$ cat src/sioc_pkg.sv
// constants for the switching io status and control block
package sioc_pkg;
	localparam int CNT_W = 16;
	localparam logic [7:0] OUT_RESET = 8'h00;
	localparam logic [15:0] IN_RESET = 16'h0000;
	localparam int OB_SW2 = 1;
	localparam int OB_CNT_CLR = 5;
	localparam int IB0_IN1 = 0;
	localparam int IB0_SW2 = 1;
	localparam int IB0_IN3 = 2;
	localparam int IB0_IN4 = 3;
	localparam int IB1_CMP = 8 + 2;
	localparam int IB1_TGL = 8 + 3;
	localparam logic [CNT_W-1:0] CNT_ZERO = 16'h0000;
	localparam logic [CNT_W-1:0] CNT_ONE = 16'h0001;
	localparam logic [CNT_W-1:0] CNT_MAX = 16'hffff;
	typedef enum logic {SIOC_SINGLE, SIOC_REPEAT} sioc_mode_t;
endpackage

$ cat src/sioc_cnt_if.sv
// counter link between the control block and the event counter
interface sioc_cnt_if;
	import sioc_pkg::*;
	logic clr;
	logic event_in;
	logic [CNT_W-1:0] cmp_val;
	logic over;
	logic over_evt;
	modport ctl (output clr, event_in, cmp_val, input over, over_evt);
	modport cnt (input clr, event_in, cmp_val, output over, over_evt);
endinterface

$ cat src/sioc_event_counter.sv
// event counter of the output 2 activation function
module sioc_event_counter (
	input wire logic i_clk,
	input wire logic i_rst,
	sioc_cnt_if.cnt c
);
	import sioc_pkg::*;
	logic [CNT_W-1:0] cnt_r, cnt_nxt;
	logic over_r, over_nxt;
	always_comb begin
		cnt_nxt = cnt_r;
		if (c.clr) begin
			cnt_nxt = CNT_ZERO;
		end else if (c.event_in && cnt_r != CNT_MAX) begin
			cnt_nxt = cnt_r + CNT_ONE;
		end
		over_nxt = cnt_nxt > c.cmp_val;
	end
	always_ff @(posedge i_clk or posedge i_rst) begin
		if (i_rst) begin
			cnt_r <= CNT_ZERO;
			over_r <= 1'b0;
		end else begin
			cnt_r <= cnt_nxt;
			over_r <= over_nxt;
		end
	end
	assign c.over = over_r;
	// each step past the comparison value counts as one exceed event
	assign c.over_evt = !c.clr && c.event_in && (cnt_r != CNT_MAX)
		&& (cnt_r >= c.cmp_val);
endmodule

$ cat src/sioc_switching_io.sv
// switching io status and control process image
//
// Overview of operation
// - inputs 1,3,4 shown in byte 0 bits 0,2,3
// - output 2 level shown in byte 0 bit 1
// - bit 1.2 set while counter exceeds compare
// - bit 1.3 toggles per exceed in repeat mode
// - output bit 0.1 drives switching output 2
// - rising edge of bit 0.5 clears counter
// - the clear also resets bits 1.2 and 1.3
module sioc_switching_io (
	input wire logic i_clk,
	input wire logic i_rst,
	input wire logic i_sw_in1,
	input wire logic i_sw_in3,
	input wire logic i_sw_in4,
	input wire logic i_activation_event,
	input wire logic [sioc_pkg::CNT_W-1:0] i_cmp_value,
	input wire sioc_pkg::sioc_mode_t i_switching_output_config,
	input wire logic [7:0] i_out_image,
	input wire logic i_out_image_wr,
	output logic [15:0] o_in_image,
	output logic [7:0] o_out_image,
	output logic o_sw_out2
);
	import sioc_pkg::*;
	// a 0 to 1 change between the stored and the new bit value
	function automatic logic rise_f(input logic new_bit,
		input logic old_bit);
		return new_bit && !old_bit;
	endfunction
	// ==========================================================
	// pin synchronisers, two flops per pin
	logic [2:0] pin_raw, pin_sync;
	assign pin_raw = {i_sw_in4, i_sw_in3, i_sw_in1};
	for (genvar p = 0; p < 3; p++) begin : g_sync
		logic s1_r, s2_r;
		always_ff @(posedge i_clk or posedge i_rst) begin
			if (i_rst) begin
				s1_r <= 1'b0;
				s2_r <= 1'b0;
			end else begin
				s1_r <= pin_raw[p];
				s2_r <= s1_r;
			end
		end
		assign pin_sync[p] = s2_r;
	end
	// ==========================================================
	// output image and counter clear
	sioc_cnt_if cif ();
	logic [7:0] out_r, out_nxt;
	logic clr_r, clr_nxt;
	logic sw2_r, sw2_nxt;
	logic cmp_r, cmp_nxt;
	logic tgl_r, tgl_nxt;
	logic [15:0] img_r, img_nxt;
	always_comb begin
		out_nxt = out_r;
		clr_nxt = 1'b0;
		if (i_out_image_wr) begin
			out_nxt = i_out_image;
			// only a 0 to 1 change clears
			clr_nxt = rise_f(i_out_image[OB_CNT_CLR],
				out_r[OB_CNT_CLR]);
		end
		sw2_nxt = out_nxt[OB_SW2];
	end
	assign cif.clr = clr_r;
	assign cif.event_in = i_activation_event;
	assign cif.cmp_val = i_cmp_value;
	sioc_event_counter u_cnt (
		.i_clk(i_clk),
		.i_rst(i_rst),
		.c(cif.cnt)
	);
	// ==========================================================
	// status flags and input image
	always_comb begin
		cmp_nxt = cif.over;
		tgl_nxt = tgl_r;
		if (clr_r) begin
			cmp_nxt = 1'b0;
			tgl_nxt = 1'b0;
		end else if (cif.over_evt
			&& i_switching_output_config == SIOC_REPEAT) begin
			tgl_nxt = !tgl_r;
		end
		img_nxt = IN_RESET;
		img_nxt[IB0_IN1] = pin_sync[0];
		img_nxt[IB0_SW2] = sw2_r;
		img_nxt[IB0_IN3] = pin_sync[1];
		img_nxt[IB0_IN4] = pin_sync[2];
		img_nxt[IB1_CMP] = cmp_r;
		img_nxt[IB1_TGL] = tgl_r;
	end
	always_ff @(posedge i_clk or posedge i_rst) begin
		if (i_rst) begin
			out_r <= OUT_RESET;
			clr_r <= 1'b0;
			sw2_r <= 1'b0;
			cmp_r <= 1'b0;
			tgl_r <= 1'b0;
			img_r <= IN_RESET;
		end else begin
			out_r <= out_nxt;
			clr_r <= clr_nxt;
			sw2_r <= sw2_nxt;
			cmp_r <= cmp_nxt;
			tgl_r <= tgl_nxt;
			img_r <= img_nxt;
		end
	end
	assign o_in_image = img_r;
	assign o_out_image = out_r;
	assign o_sw_out2 = sw2_r;
endmodule

$ cat config.mk
export PLATFORM = sky130hd
export DESIGN_NAME = sioc_switching_io
export DESIGN_NICKNAME = d
export VERILOG_FILES = /design/src/sioc_pkg.sv /design/src/sioc_cnt_if.sv /design/src/sioc_event_counter.sv /design/src/sioc_switching_io.sv
export SDC_FILE = /design/constraint.sdc
export NUM_CORES = 1
export LEC_CHECK = 0
export ABC_AREA = 1
export BUFFER_PORTS_ARGS = -buffer_cell sky130_fd_sc_hd__buf_2
export CAP_MARGIN = 20
export CORE_AREA = 2 2 88 73
export DETAILED_ROUTE_END_ITERATION = 8
export DIE_AREA = 0 0 90 75
export GPL_TIMING_DRIVEN = 0
export PLACE_DENSITY = 0.67
export SKIP_LAST_GASP = 1
export SYNTH_ARGS = -nofsm -noshare
export SYNTH_HDL_FRONTEND = slang
export SYNTH_SLANG_ARGS = --single-unit
$ cat constraint.sdc
create_clock -name i_clk -period 3.2 [get_ports i_clk]
set_input_delay 0.16 -clock i_clk [delete_from_list [all_inputs] [get_ports i_clk]]
set_output_delay 0.16 -clock i_clk [all_outputs]
set_load 0.01 [all_outputs]
==> qor.csv, run 1 <==
stage,metric,value,unit
global_routing,antenna_found_initial,0,
synth,synthMostInstantiatedCell,nand2_1,
power,p_per_area,382.3,mW/mm2
sta,slew_headroom,0.4525,
global_routing,grt_overflow,0,
synth,synth_edf_count,0,
drt,wl_per_cell,11.47,um
die,core.rowCount,25,
drt,drc,0,
placement,hpwl,4278,um
critical_path,start_kind,flop,
critical_path,critPathMaxFanout,10,
sta,setup_slack,0.4099,ns
cts,clk_pin_slew,0.09,ns
die,initial_core_util,0.4413,
die,ios,57,
critical_path,endpoint_kind,flop,
critical_path,cp_data_required_time,3.39,ns
drt,viasPerCell,4.598,
cts,clock_path_buffers,2,
global_routing,grt_max_degree,41,
sta,slew_viol_final,0,
critical_path,worstPathArrival,2.98,ns
synth,ys_seq_area_frac,0.3899,
synth,avgSynthCellArea,7.924,um2
sta,fin_crit,2.790,ns
critical_path,crit_path_frequent_cell,nand2_1,
global_routing,grt_usage,0.1647,
synth,yosys-top-cells-count,"nand2_1 (81), inv_1 (46), dfrtp_1 (40)",
drt,first_iter_violations,110,
cts,cts_tree,built,
global_routing,grt_pass1_wl,8866,um
drt,drt-pass1-iter-count,4,
synth,synth_cells,324,
die,dieArea,0.006750,mm2
sta,clock.fmax,0.3584,GHz
sta,final_hold_viol_count,0,
sta,skew,0.008962,ns
finish,final_cells,470,
cts,ctsHtreeMaxLevel,2,
drt,vias,2161,
finish,layout.nets,453,
cts,clkSinkCount,40,
synth,synth_ff_type,dfrtp_1,
placement,place_congestion,0.8512,
drt,wl,5390,um
finish,area_growth,18.62,%
sta,rsz0062_at_grt,false,
die,die_w,90,um
die,fp.dieH,75,um
die,core_area,0.005818,mm2
sta,setup_violations,0,
flow_run,drv_cap,0,
hold_path,worstHoldPathType,input pin to asynchronous set/reset pin,
placement,port_buffers,45,
outcome,run_status,"complete, no violations",
finish,drive_gt1_frac,0.2057,
cts,clk-insertion-delay-late,0.30,ns
critical_path,cpPeakStageDelay,0.44,ns
placement,place_area,0.002928,mm2
placement,placed_cells,459,
power,vdd.ir_drop.worst,0.0001647,V
finish,antenna_cells,0,
global_routing,grt_pass1_vias,1937,
placement,pre_cts_ws,0.4690,ns
synth,synth_top_area_cell,dfrtp_1,
synth,ys_warn_count,0,
sta,setup_tns,0,ns
cts,clock-root-buffer,clkbuf_8,
finish,finalInstanceArea,0.003045,mm2
synth,yosys.cell_types.count,27,
drt,ant_nets,0,
power,p_leak,0.001718,uW
sta,fin_crit_sh,0.8719,
synth,syn_area,0.002567,mm2
sta,tightest_slew,0.8200,ns
synth,synth_top_area_frac,0.3899,
critical_path,crit_chain,"ha_1, nand3_2, inv_1, nand2_2, nor2_2, nor2_2, buf_6, nand2_1, a21oi_1, ha_1, nand2_1, inv_1, o21ai_0, nand2_1, a21oi_1, o21a_1, nor2_1",
cts,cts_resized,0,
synth,synth_seq_cells,40,
synth,synth.area.top_cells,"dfrtp_1 (39%), ha_1 (16%), nand2_1 (12%)",
critical_path,path_class,flop to flop,
cts,cts_buffers,5,
critical_path,critPathSlowestCell,dfrtp_1,
synth,async_flop_share,1.000,
[state kept, by name, indices dropped and copies added, names as in the netlist]
signal	cells
u_cnt.cnt_r	16
o_out_image	8
o_in_image	6
g_sync.s1_r	3
g_sync.s2_r	3
cif.clr	1
cmp_r	1
tgl_r	1
u_cnt.c.over	1
[worst paths after layout]
path	startpoint	end	slack, ns	depth (start not counted)
max reg2reg	u_cnt.cnt_r[0]	u_cnt.c.over	0.41	17
max in group asynchronous	i_rst	u_cnt.cnt_r[8]	2.67	2
min	i_rst	g_sync[1].s1_r	0.01	2
max	u_cnt.cnt_r[0]	u_cnt.c.over	0.41	17
min in group i_clk	i_out_image[1]	o_out_image[1]	0.06	3
min reg2reg	cmp_r	o_in_image[10]	0.35	0
[area by class of cell]
type / instances / area [um2]
Inverter: 47 / 176.4
Buffer: 14 / 102.6
Multi-Input combinational cell: 232 / 1321
Fill cell: 570 / 2773
Clock inverter: 3 / 18.77
Timing Repair Buffer: 48 / 255.2
Clock buffer: 5 / 68.82
Tap cell: 81 / 101.3
Sequential cell: 40 / 1001
[cells in the final DEF, fill, tap and decap left out, types with 10 or more instances in the layout]
cell and n:
nand3_1 10, conb_1 10, nand2_1 81, a21oi_1 27, ha_1 33, buf_2 46
dfrtp_1 40, inv_1 45, nor2_1 29, buf_4 11, o21ai_0 12
[stage by stage]
stage / utilization / power, uW / hold WS, ns
global placement: 0.5032 / 816.4 / 0.2689
finish: 0.5234 / 1164 / 0.01292
global route: 0.5234 / 1238 / 0.06872
detailed placement: 0.5032 / 831.7 / 0.2697
CTS: 0.5234 / 1171 / 0.04704
floorplan: - / 748.1 / 0.1914
[cell families (layout without fill, tap and decap cells)]
| family | after synthesis | after routing | synth area share |
|---|---|---|---|
| and+or+nand+nor | 140 | 140 | 0.2305 |
| adders and majority gates | 33 | 33 | 0.1608 |
| AOI/OAI and AO/OA | 45 | 45 | 0.09503 |
| xor gates and xnor gates | 4 | 4 | 0.01365 |
| other | 1 | 10 | 0.001461 |
| DFF | 40 | 40 | 0.3899 |
| buffers and inverters | 61 | 117 | 0.1087 |
[metal layers]
metal | share of wire | wire length [um] | track usage
met5 | 0 | 0 | 0
met2 | 0.45 | 2417 | 0.2623
met3 | 0.054 | 291 | 0.02803
met4 | 0.012 | 66 | 0.05128
met1 | 0.49 | 2615 | 0.2343
[critical path, delay by kind of cell, from the launching register on]
kind / cells / cell delay (ns)
DFF: 1 / 0.44
adders and majority gates: 2 / 0.54
buffers and inverters: 3 / 0.31
and+or+nand+nor: 8 / 0.73
AOI/OAI and AO/OA: 4 / 0.68
[what timing repair did]
item                                    in CTS  in global routing
endpoints found under the hold margin        3                  0
hold buffers                                 3                  0
endpoints found under the setup margin       0                  0
setup buffers                                0                  0
[power by group]
| part | internal, uW | leakage [uW] | switching, uW |
|---|---|---|---|
| Clock | 152 | 0.0000479 | 187 |
| Combinational | 104 | 0.00116 | 150 |
| Sequential | 539 | 0.000515 | 32.6 |
| Total | 794 | 0.00172 | 370 |
No activity file was read; power rests on OpenSTA's default activity.
==> run 2: changes to the inputs <==
--- a/config.mk
+++ b/config.mk
@@ -8,12 +8,13 @@
 export ABC_AREA = 1
 export BUFFER_PORTS_ARGS = -buffer_cell sky130_fd_sc_hd__buf_2
 export CAP_MARGIN = 20
-export CORE_AREA = 2 2 88 73
+export CORE_AREA = 2 2 90 75
 export DETAILED_ROUTE_END_ITERATION = 8
-export DIE_AREA = 0 0 90 75
+export DIE_AREA = 0 0 92 77
 export GPL_TIMING_DRIVEN = 0
-export PLACE_DENSITY = 0.67
+export PLACE_DENSITY = 0.66
 export SKIP_LAST_GASP = 1
 export SYNTH_ARGS = -nofsm -noshare
 export SYNTH_HDL_FRONTEND = slang
+export SYNTH_HIERARCHICAL = 1
 export SYNTH_SLANG_ARGS = --single-unit
==> qor.csv, run 2 <==
stage,metric,value,unit,change
global_routing,grt_usage,0.1784,,+0.01363
cts,clk-insertion-delay-late,0.29,ns,about the same
synth,synthMostInstantiatedCell,nand2_1,,
global_routing,grt_pass1_wl,10140,um,+14%
cts,cts_buffers,5,,unchanged
power,seq_power_share,0.451,,-0.040
synth,ys_seq_area_frac,0.3702,,-0.01966
power,p_leak,0.001764,uW,+2.7%
critical_path,setup.worst_path.start,u_cnt/cnt_r[0],,
sta,holdWs,-0.001983,ns,-0.01490 ns
sta,skew,0.005633,ns,-0.003329 ns
critical_path,start_kind,flop,,
flow_run,drv_cap,0,,unchanged
cts,clkSinkCount,40,,unchanged
cts,cts_setup_buffers,0,,unchanged
synth,avgSynthCellArea,7.815,um2,-1.4%
synth,synth_cells,346,,+6.8%
finish,antenna_cells,0,,unchanged
cts,ctsHtreeMaxLevel,2,,unchanged
die,fp.dieH,77,um,+2.7%
hold_path,worstHoldPathType,input pin to asynchronous set/reset pin,,
global_routing,grt_max_degree,24,,-41%
finish,largest_register_ffs,16,,unchanged
critical_path,endpoint_kind,flop,,
sta,final_hold_viol_count,15,,+15
power,switching_share,0.2958,,-0.02179
drt,viasPerCell,4.582,,-0.35%
critical_path,reg2reg_depth,15,,-2
drt,first_iter_violations,107,,-2.7%
synth,ys_warn_count,6,,+6
placement,placed_cells,484,,+5.4%
cts,cts_tree,built,,
drt,wl_per_cell,11.57,um,+0.87%
critical_path,cp_data_required_time,3.38,ns,about the same
placement,hpwl,4624,um,+8.1%
power,p_per_area,398.9,mW/mm2,+4.4%
power,switchingPower,378.7,uW,+2.4%
sta,clock.fmax,0.3780,GHz,+5.5%
die,core.rowCount,26,,+4.0%
placement,port_buffers,45,,unchanged
global_routing,antenna_found_initial,0,,unchanged
sta,slew_viol_final,0,,unchanged
power,vdd.ir_drop.worst,0.0002159,V,+31%
sta,fin_crit_sh,0.8268,,-0.04512
synth,synth_top_area_cell,dfrtp_1,,
finish,drive_gt1_frac,0.2214,,+0.01576
sta,fin_crit,2.646,ns,-0.1444 ns
finish,post-route-util,0.5192,,-0.004210
drt,drc,0,,unchanged
sta,setup_violations,0,,unchanged
die,ios,57,,unchanged
outcome,failed_checks,hold timing,,
power,p_clk_frac,0.319,,+0.028
finish,area_growth,18.70,%,about the same
synth,synth_seq_cells,40,,unchanged
drt,vias,2268,,+5.0%
finish,final_cells,495,,+5.3%
die,die_w,92,um,+2.2%
critical_path,critPathMaxFanout,10,,unchanged
outcome,run_status,"finished, violations left",,
synth,synth_top_area_frac,0.3702,,-0.01966
synth,synth.area.top_cells,"dfrtp_1 (37%), ha_1 (15%), nand2_1 (15%)",,
power,intPower,901.6,uW,+13%
critical_path,worstPathArrival,2.83,ns,-0.15 ns
finish,layout.nets,475,,+4.9%
placement,place_congestion,0.8316,,-2.3%
drt,ant_nets,0,,unchanged
critical_path,reg2reg_from,u_cnt/cnt_r[0],,
die,dieArea,0.007084,mm2,+4.9%
cts,clock-root-buffer,clkbuf_8,,
die,core_area,0.006181,mm2,+6.2%
synth,yosys-top-cells-count,"nand2_1 (105), inv_1 (42), dfrtp_1 (40)",,
synth,synth_ff_type,dfrtp_1,,
sta,rsz0062_at_grt,false,,
synth,yosys.cell_types.count,26,,-3.7%
synth,syn_area,0.002704,mm2,+5.3%
cts,clk_pin_slew,0.08,ns,about the same
sta,tightest_slew,0.8445,ns,+0.02452 ns
finish,mostFrequentLayoutCell,nand2_1,,
synth,synth_edf_count,0,,unchanged
power,combPwrFrac,0.230,,+0.012
global_routing,grt_pass1_vias,2222,,+15%
sta,setup_tns,0,ns,unchanged
global_routing,grt_overflow,0,,unchanged
drt,drt-pass1-iter-count,4,,unchanged
finish,top_register,u_cnt/cnt_r,,
power,power,1280,uW,+10%
drt,wl,5726,um,+6.2%
finish,final_cell_mix,"nand2_1 (105), buf_2 (45), inv_1 (42)",,
cts,clock_path_buffers,2,,unchanged
sta,slew_headroom,0.4364,,-0.01617
synth,async_flop_share,1.000,,unchanged
die,initial_core_util,0.4374,,-0.003841
critical_path,path_class,flop to flop,,
run 2: changes by cell type after synthesis, sizes merged, moves of 3 or more:
cell | before | now
a21oi | 27 | 30
o21ai | 15 | 7
nand2 | 85 | 109
nor3 | 4 | 0
inv | 47 | 44
run 2: what timing repair did:
action	CTS	global route
endpoints found under the hold margin	3	0
hold buffers	3	0
resized for setup	0	0
run 2: kinds of logic (layout without fill, tap and decap cells):
group                      after synthesis  in the layout  synth area share
and+or+nand+nor                        166            166            0.2559
xor gates and xnor gates                 6              6           0.01944
other                                    1             10          0.001387
AOI/OAI and AO/OA                       40             40           0.09209
adders and majority gates               33             33            0.1527
DFF                                     40             40            0.3702
buffers and inverters                   60            116            0.1083
run 2: layer usage:
layer	routed length, um	up-vias	GRT usage
met3	244	4	0.02652
met4	29	0	0.03582
li1	-	1203	-
met5	0	-	0
met2	2626	42	0.2919
met1	2826	1019	0.2528
run 2: worst paths after layout:
check,end,slack (ns)
min in group i_clk,o_out_image[0],0.07
max reg2reg,u_cnt/c.over,0.55
min,u_cnt/cnt_r[11],-0.002
max,u_cnt/c.over,0.55
max in group asynchronous,g_sync[2].s1_r,2.64
min reg2reg,g_sync[0].s2_r,0.35
run 2: power groups by stage:
stage / sequential, uW / combinational [uW] / clock, uW
after global placement: 586 / 283 / 0
after global routing: 584 / 346 / 443
after detailed placement: 588 / 295 / 0
final: 577 / 295 / 408
after CTS: 578 / 299 / 424
after floorplan: 589 / 207 / 0
run 2: final cells by class:
cell class | instances | area [um2]
Buffer | 16 | 127.6
Clock buffer | 5 | 68.82
Clock inverter | 3 | 42.54
Fill cell | 617 | 2972
Inverter | 44 | 165.2
Multi-Input combinational cell | 255 | 1444
Sequential cell | 40 | 1001
Tap cell | 84 | 105.1
Timing Repair Buffer | 48 | 255.2
run 2: worst max-delay path: stages (launching register included):
cell	delay (ns)
dfrtp_1	0.47
ha_1	0.30
nand2_1	0.07
nor2_1	0.15
nand2_2	0.10
nor2_2	0.15
nor2_4	0.08
buf_6	0.14
nand2_1	0.08
a21oi_2	0.06
ha_1	0.33
nand2_1	0.07
nor2_1	0.21
nand4_1	0.15
nor2_1	0.12
a21oi_1	0.04
run 2: metrics by stage:
| stage | worst slack [ns] | hold WS, ns | area (um2) |
|---|---|---|---|
| finish | 0.5543 | -0.001983 | 3209 |
| global route | 0.2718 | 0.05409 | 3209 |
| CTS | 0.5487 | 0.01819 | 3209 |
| detailed placement | 0.5596 | 0.2705 | 3068 |
| global placement | 0.6098 | 0.2698 | 3068 |
| floorplan | 1.002 | 0.08607 | 2738 |
==> run 3: changes to the inputs <==
--- a/config.mk
+++ b/config.mk
@@ -12,7 +12,7 @@
 export DETAILED_ROUTE_END_ITERATION = 8
 export DIE_AREA = 0 0 92 77
 export GPL_TIMING_DRIVEN = 0
-export PLACE_DENSITY = 0.66
+export PLACE_DENSITY = 0.69
 export SKIP_LAST_GASP = 1
 export SYNTH_ARGS = -nofsm -noshare
 export SYNTH_HDL_FRONTEND = slang
==> constraint.sdc (replaced) <==
create_clock -name i_clk -period 2.2 [get_ports i_clk]
set_input_delay 0.11 -clock i_clk [delete_from_list [all_inputs] [get_ports i_clk]]
set_output_delay 0.11 -clock i_clk [all_outputs]
set_load 0.01 [all_outputs]
==> qor.csv, run 3 (synthesis results as in run 2) <==
stage,metric,value,unit,change
outcome,run_status,"finished, violations left",,
outcome,failed_checks,setup timing,,
cts,clkSinkCount,40,,unchanged
cts,ctsHtreeMaxLevel,2,,unchanged
drt,first_iter_violations,144,,+35%
critical_path,reg2reg_from,u_cnt/cnt_r[0],,
cts,clk_pin_slew,0.08,ns,about the same
finish,area_growth,27.26,%,
critical_path,r2r_slack,-0.14,ns,-0.69 ns
flow_run,drv_cap,0,,unchanged
drt,ant_nets,0,,unchanged
cts,cts_tree,built,,
critical_path,rr_endpoint,u_cnt/c.over,,
sta,setup_violations,1,,+1
sta,setup_tns,-0.1395,ns,-0.1395 ns
critical_path,crit_path_frequent_cell,a21oi_2,,
sta,final_hold_viol_count,0,,-15
drt,wl_per_cell,12.88,um,+11%
sta,slew_headroom,0.4384,,+0.002047
cts,cts_buffers,5,,unchanged
die,dieArea,0.007084,mm2,unchanged
critical_path,endpoint_kind,flop,,
die,core.rowCount,26,,unchanged
finish,layout.nets,492,,+3.6%
hold_path,hold_path.startpoint,i_out_image[0],,
hold_path,hold_end,o_out_image[0],,
critical_path,cp_data_required_time,2.39,ns,-0.99 ns
finish,top_register,u_cnt/cnt_r,,
critical_path,path_class,flop to flop,,
power,vdd.ir_drop.worst,0.0002775,V,+29%
die,initial_core_util,0.4374,,unchanged
cts,clk-insertion-delay-late,0.30,ns,about the same
finish,largest_register_ffs,16,,unchanged
finish,final_cell_mix,"nand2_1 (100), buf_2 (45), inv_1 (42)",,
sta,clock.fmax,0.4274,GHz,+13%
cts,clock-root-buffer,clkbuf_8,,
power,p_leak,0.001838,uW,+4.2%
hold_path,worstHoldPathType,input pin to flop,,
critical_path,critPathMaxFanout,6,,-4
critical_path,crit_chain,"ha_4, nand2_2, nor2_2, nand2_2, nor2_4, nor2_4, buf_6, nand2_1, a21oi_2, ha_4, a21oi_2, o21ai_2, a21oi_1, a21oi_2",,
die,die_w,92,um,unchanged
die,fp.dieH,77,um,unchanged
sta,setup_slack,-0.1395,ns,-0.6938 ns
critical_path,worstPathArrival,2.53,ns,-0.30 ns
power,power,1839,uW,+44%
drt,viasPerCell,4.783,,+4.4%
global_routing,grt_overflow,0,,unchanged
power,p_per_area,534.6,mW/mm2,+34%
global_routing,grt_pass1_wl,10760,um,+6.1%
global_routing,grt_usage,0.1882,,+0.009829
critical_path,reg2reg_depth,14,,-1
drt,vias,2449,,+8.0%
finish,antenna_cells,0,,unchanged
drt,wl,6594,um,+15%
placement,port_buffers,45,,unchanged
critical_path,cpPeakStageDelay,0.43,ns,-0.04 ns
finish,drive_gt1_frac,0.3178,,+0.09635
drt,drt-pass1-iter-count,4,,unchanged
placement,hpwl,4634,um,+0.21%
die,core_area,0.006181,mm2,unchanged
global_routing,grt_pass1_vias,2361,,+6.3%
cts,clock_path_buffers,2,,unchanged
sta,tightest_slew,0.8415,ns,-0.003067 ns
critical_path,critPathSlowestCell,dfrtp_2,,
critical_path,start_kind,flop,,
global_routing,antenna_found_initial,0,,unchanged
sta,slew_viol_final,0,,unchanged
drt,drc,0,,unchanged
sta,fin_crit,2.339,ns,-0.3062 ns
sta,rsz0062_at_grt,true,,
placement,place_congestion,0.8702,,+4.6%
sta,skew,0.009738,ns,+0.004105 ns
finish,mostFrequentLayoutCell,nand2_1,,
die,ios,57,,unchanged
sta,fin_crit_sh,1.063,,+0.2366
global_routing,grt_max_degree,24,,unchanged
hold_path,holdPathStages,3,,
run 3: area by class of cell:
class	count	area, um2
multi-input combinational	255	1554
tap	84	105.1
timing repair buffer	65	389.1
fill	591	2740
buffer	16	127.6
clock inverter	3	18.77
clock buffer	5	68.82
inverter	44	165.2
sequential	40	1012
run 3: worst max path at each step:
stage                              start      endpoint  slack (ns)  cells past startpoint
after floorplan           u_cnt/cnt_r[0]  u_cnt/c.over       0.002                     16
after global placement    u_cnt/cnt_r[0]  u_cnt/c.over       -0.35                     15
after detailed placement  u_cnt/cnt_r[0]  u_cnt/c.over       -0.38                     15
after CTS                 u_cnt/cnt_r[0]  u_cnt/c.over       -0.07                     15
after global routing      u_cnt/cnt_r[0]  u_cnt/c.over       -0.24                     18
final                     u_cnt/cnt_r[0]  u_cnt/c.over       -0.14                     14
run 3: where the power goes:
part / internal (uW) / switching [uW] / total (uW)
Sequential: 793 / 44.5 / 837
Clock: 221 / 269 / 490
Combinational: 230 / 283 / 512
run 3: repair_timing:
item | 4_1_cts | 5_1_grt
setup buffers | 8 | 6
setup endpoints to repair | 1 | 1
resized for setup | 16 | 22
hold endpoints to repair | 22 | 0
gates cloned | 1 | 1
hold buffers | 4 | 0
pin swaps | 11 | 17
run 3: through the flow:
| step | utilization | instances | setup WS [ns] | instance area [um2] | hold WS, ns |
|---|---|---|---|---|---|
| finish | 0.5567 | 512 | -0.1395 | 3441 | 0.008788 |
| global route | 0.5567 | 512 | -0.2436 | 3441 | 0.01692 |
| CTS | 0.5340 | 505 | -0.06640 | 3301 | 0.007425 |
| detailed placement | 0.4964 | 484 | -0.3774 | 3068 | 0.2197 |
| global placement | 0.4964 | 484 | -0.3526 | 3068 | 0.2188 |
| floorplan | - | 355 | 0.002113 | 2738 | 0.03607 |
run 3: worst max-delay path, delay by kind of cell (launching register included):
| family | cells | cell delay [ns] |
|---|---|---|
| AOI/OAI and AO/OA | 5 | 0.68 |
| DFF | 1 | 0.43 |
| adders and majority gates | 2 | 0.42 |
| buffers and inverters | 1 | 0.16 |
| and+or+nand+nor | 6 | 0.53 |
run 3: per-layer routing:
metal / wire (um) / global-route usage
met1: 3044 / 0.2553
met4: 137 / 0.06567
met2: 3171 / 0.3074
met5: 0 / 0
met3: 240 / 0.02849
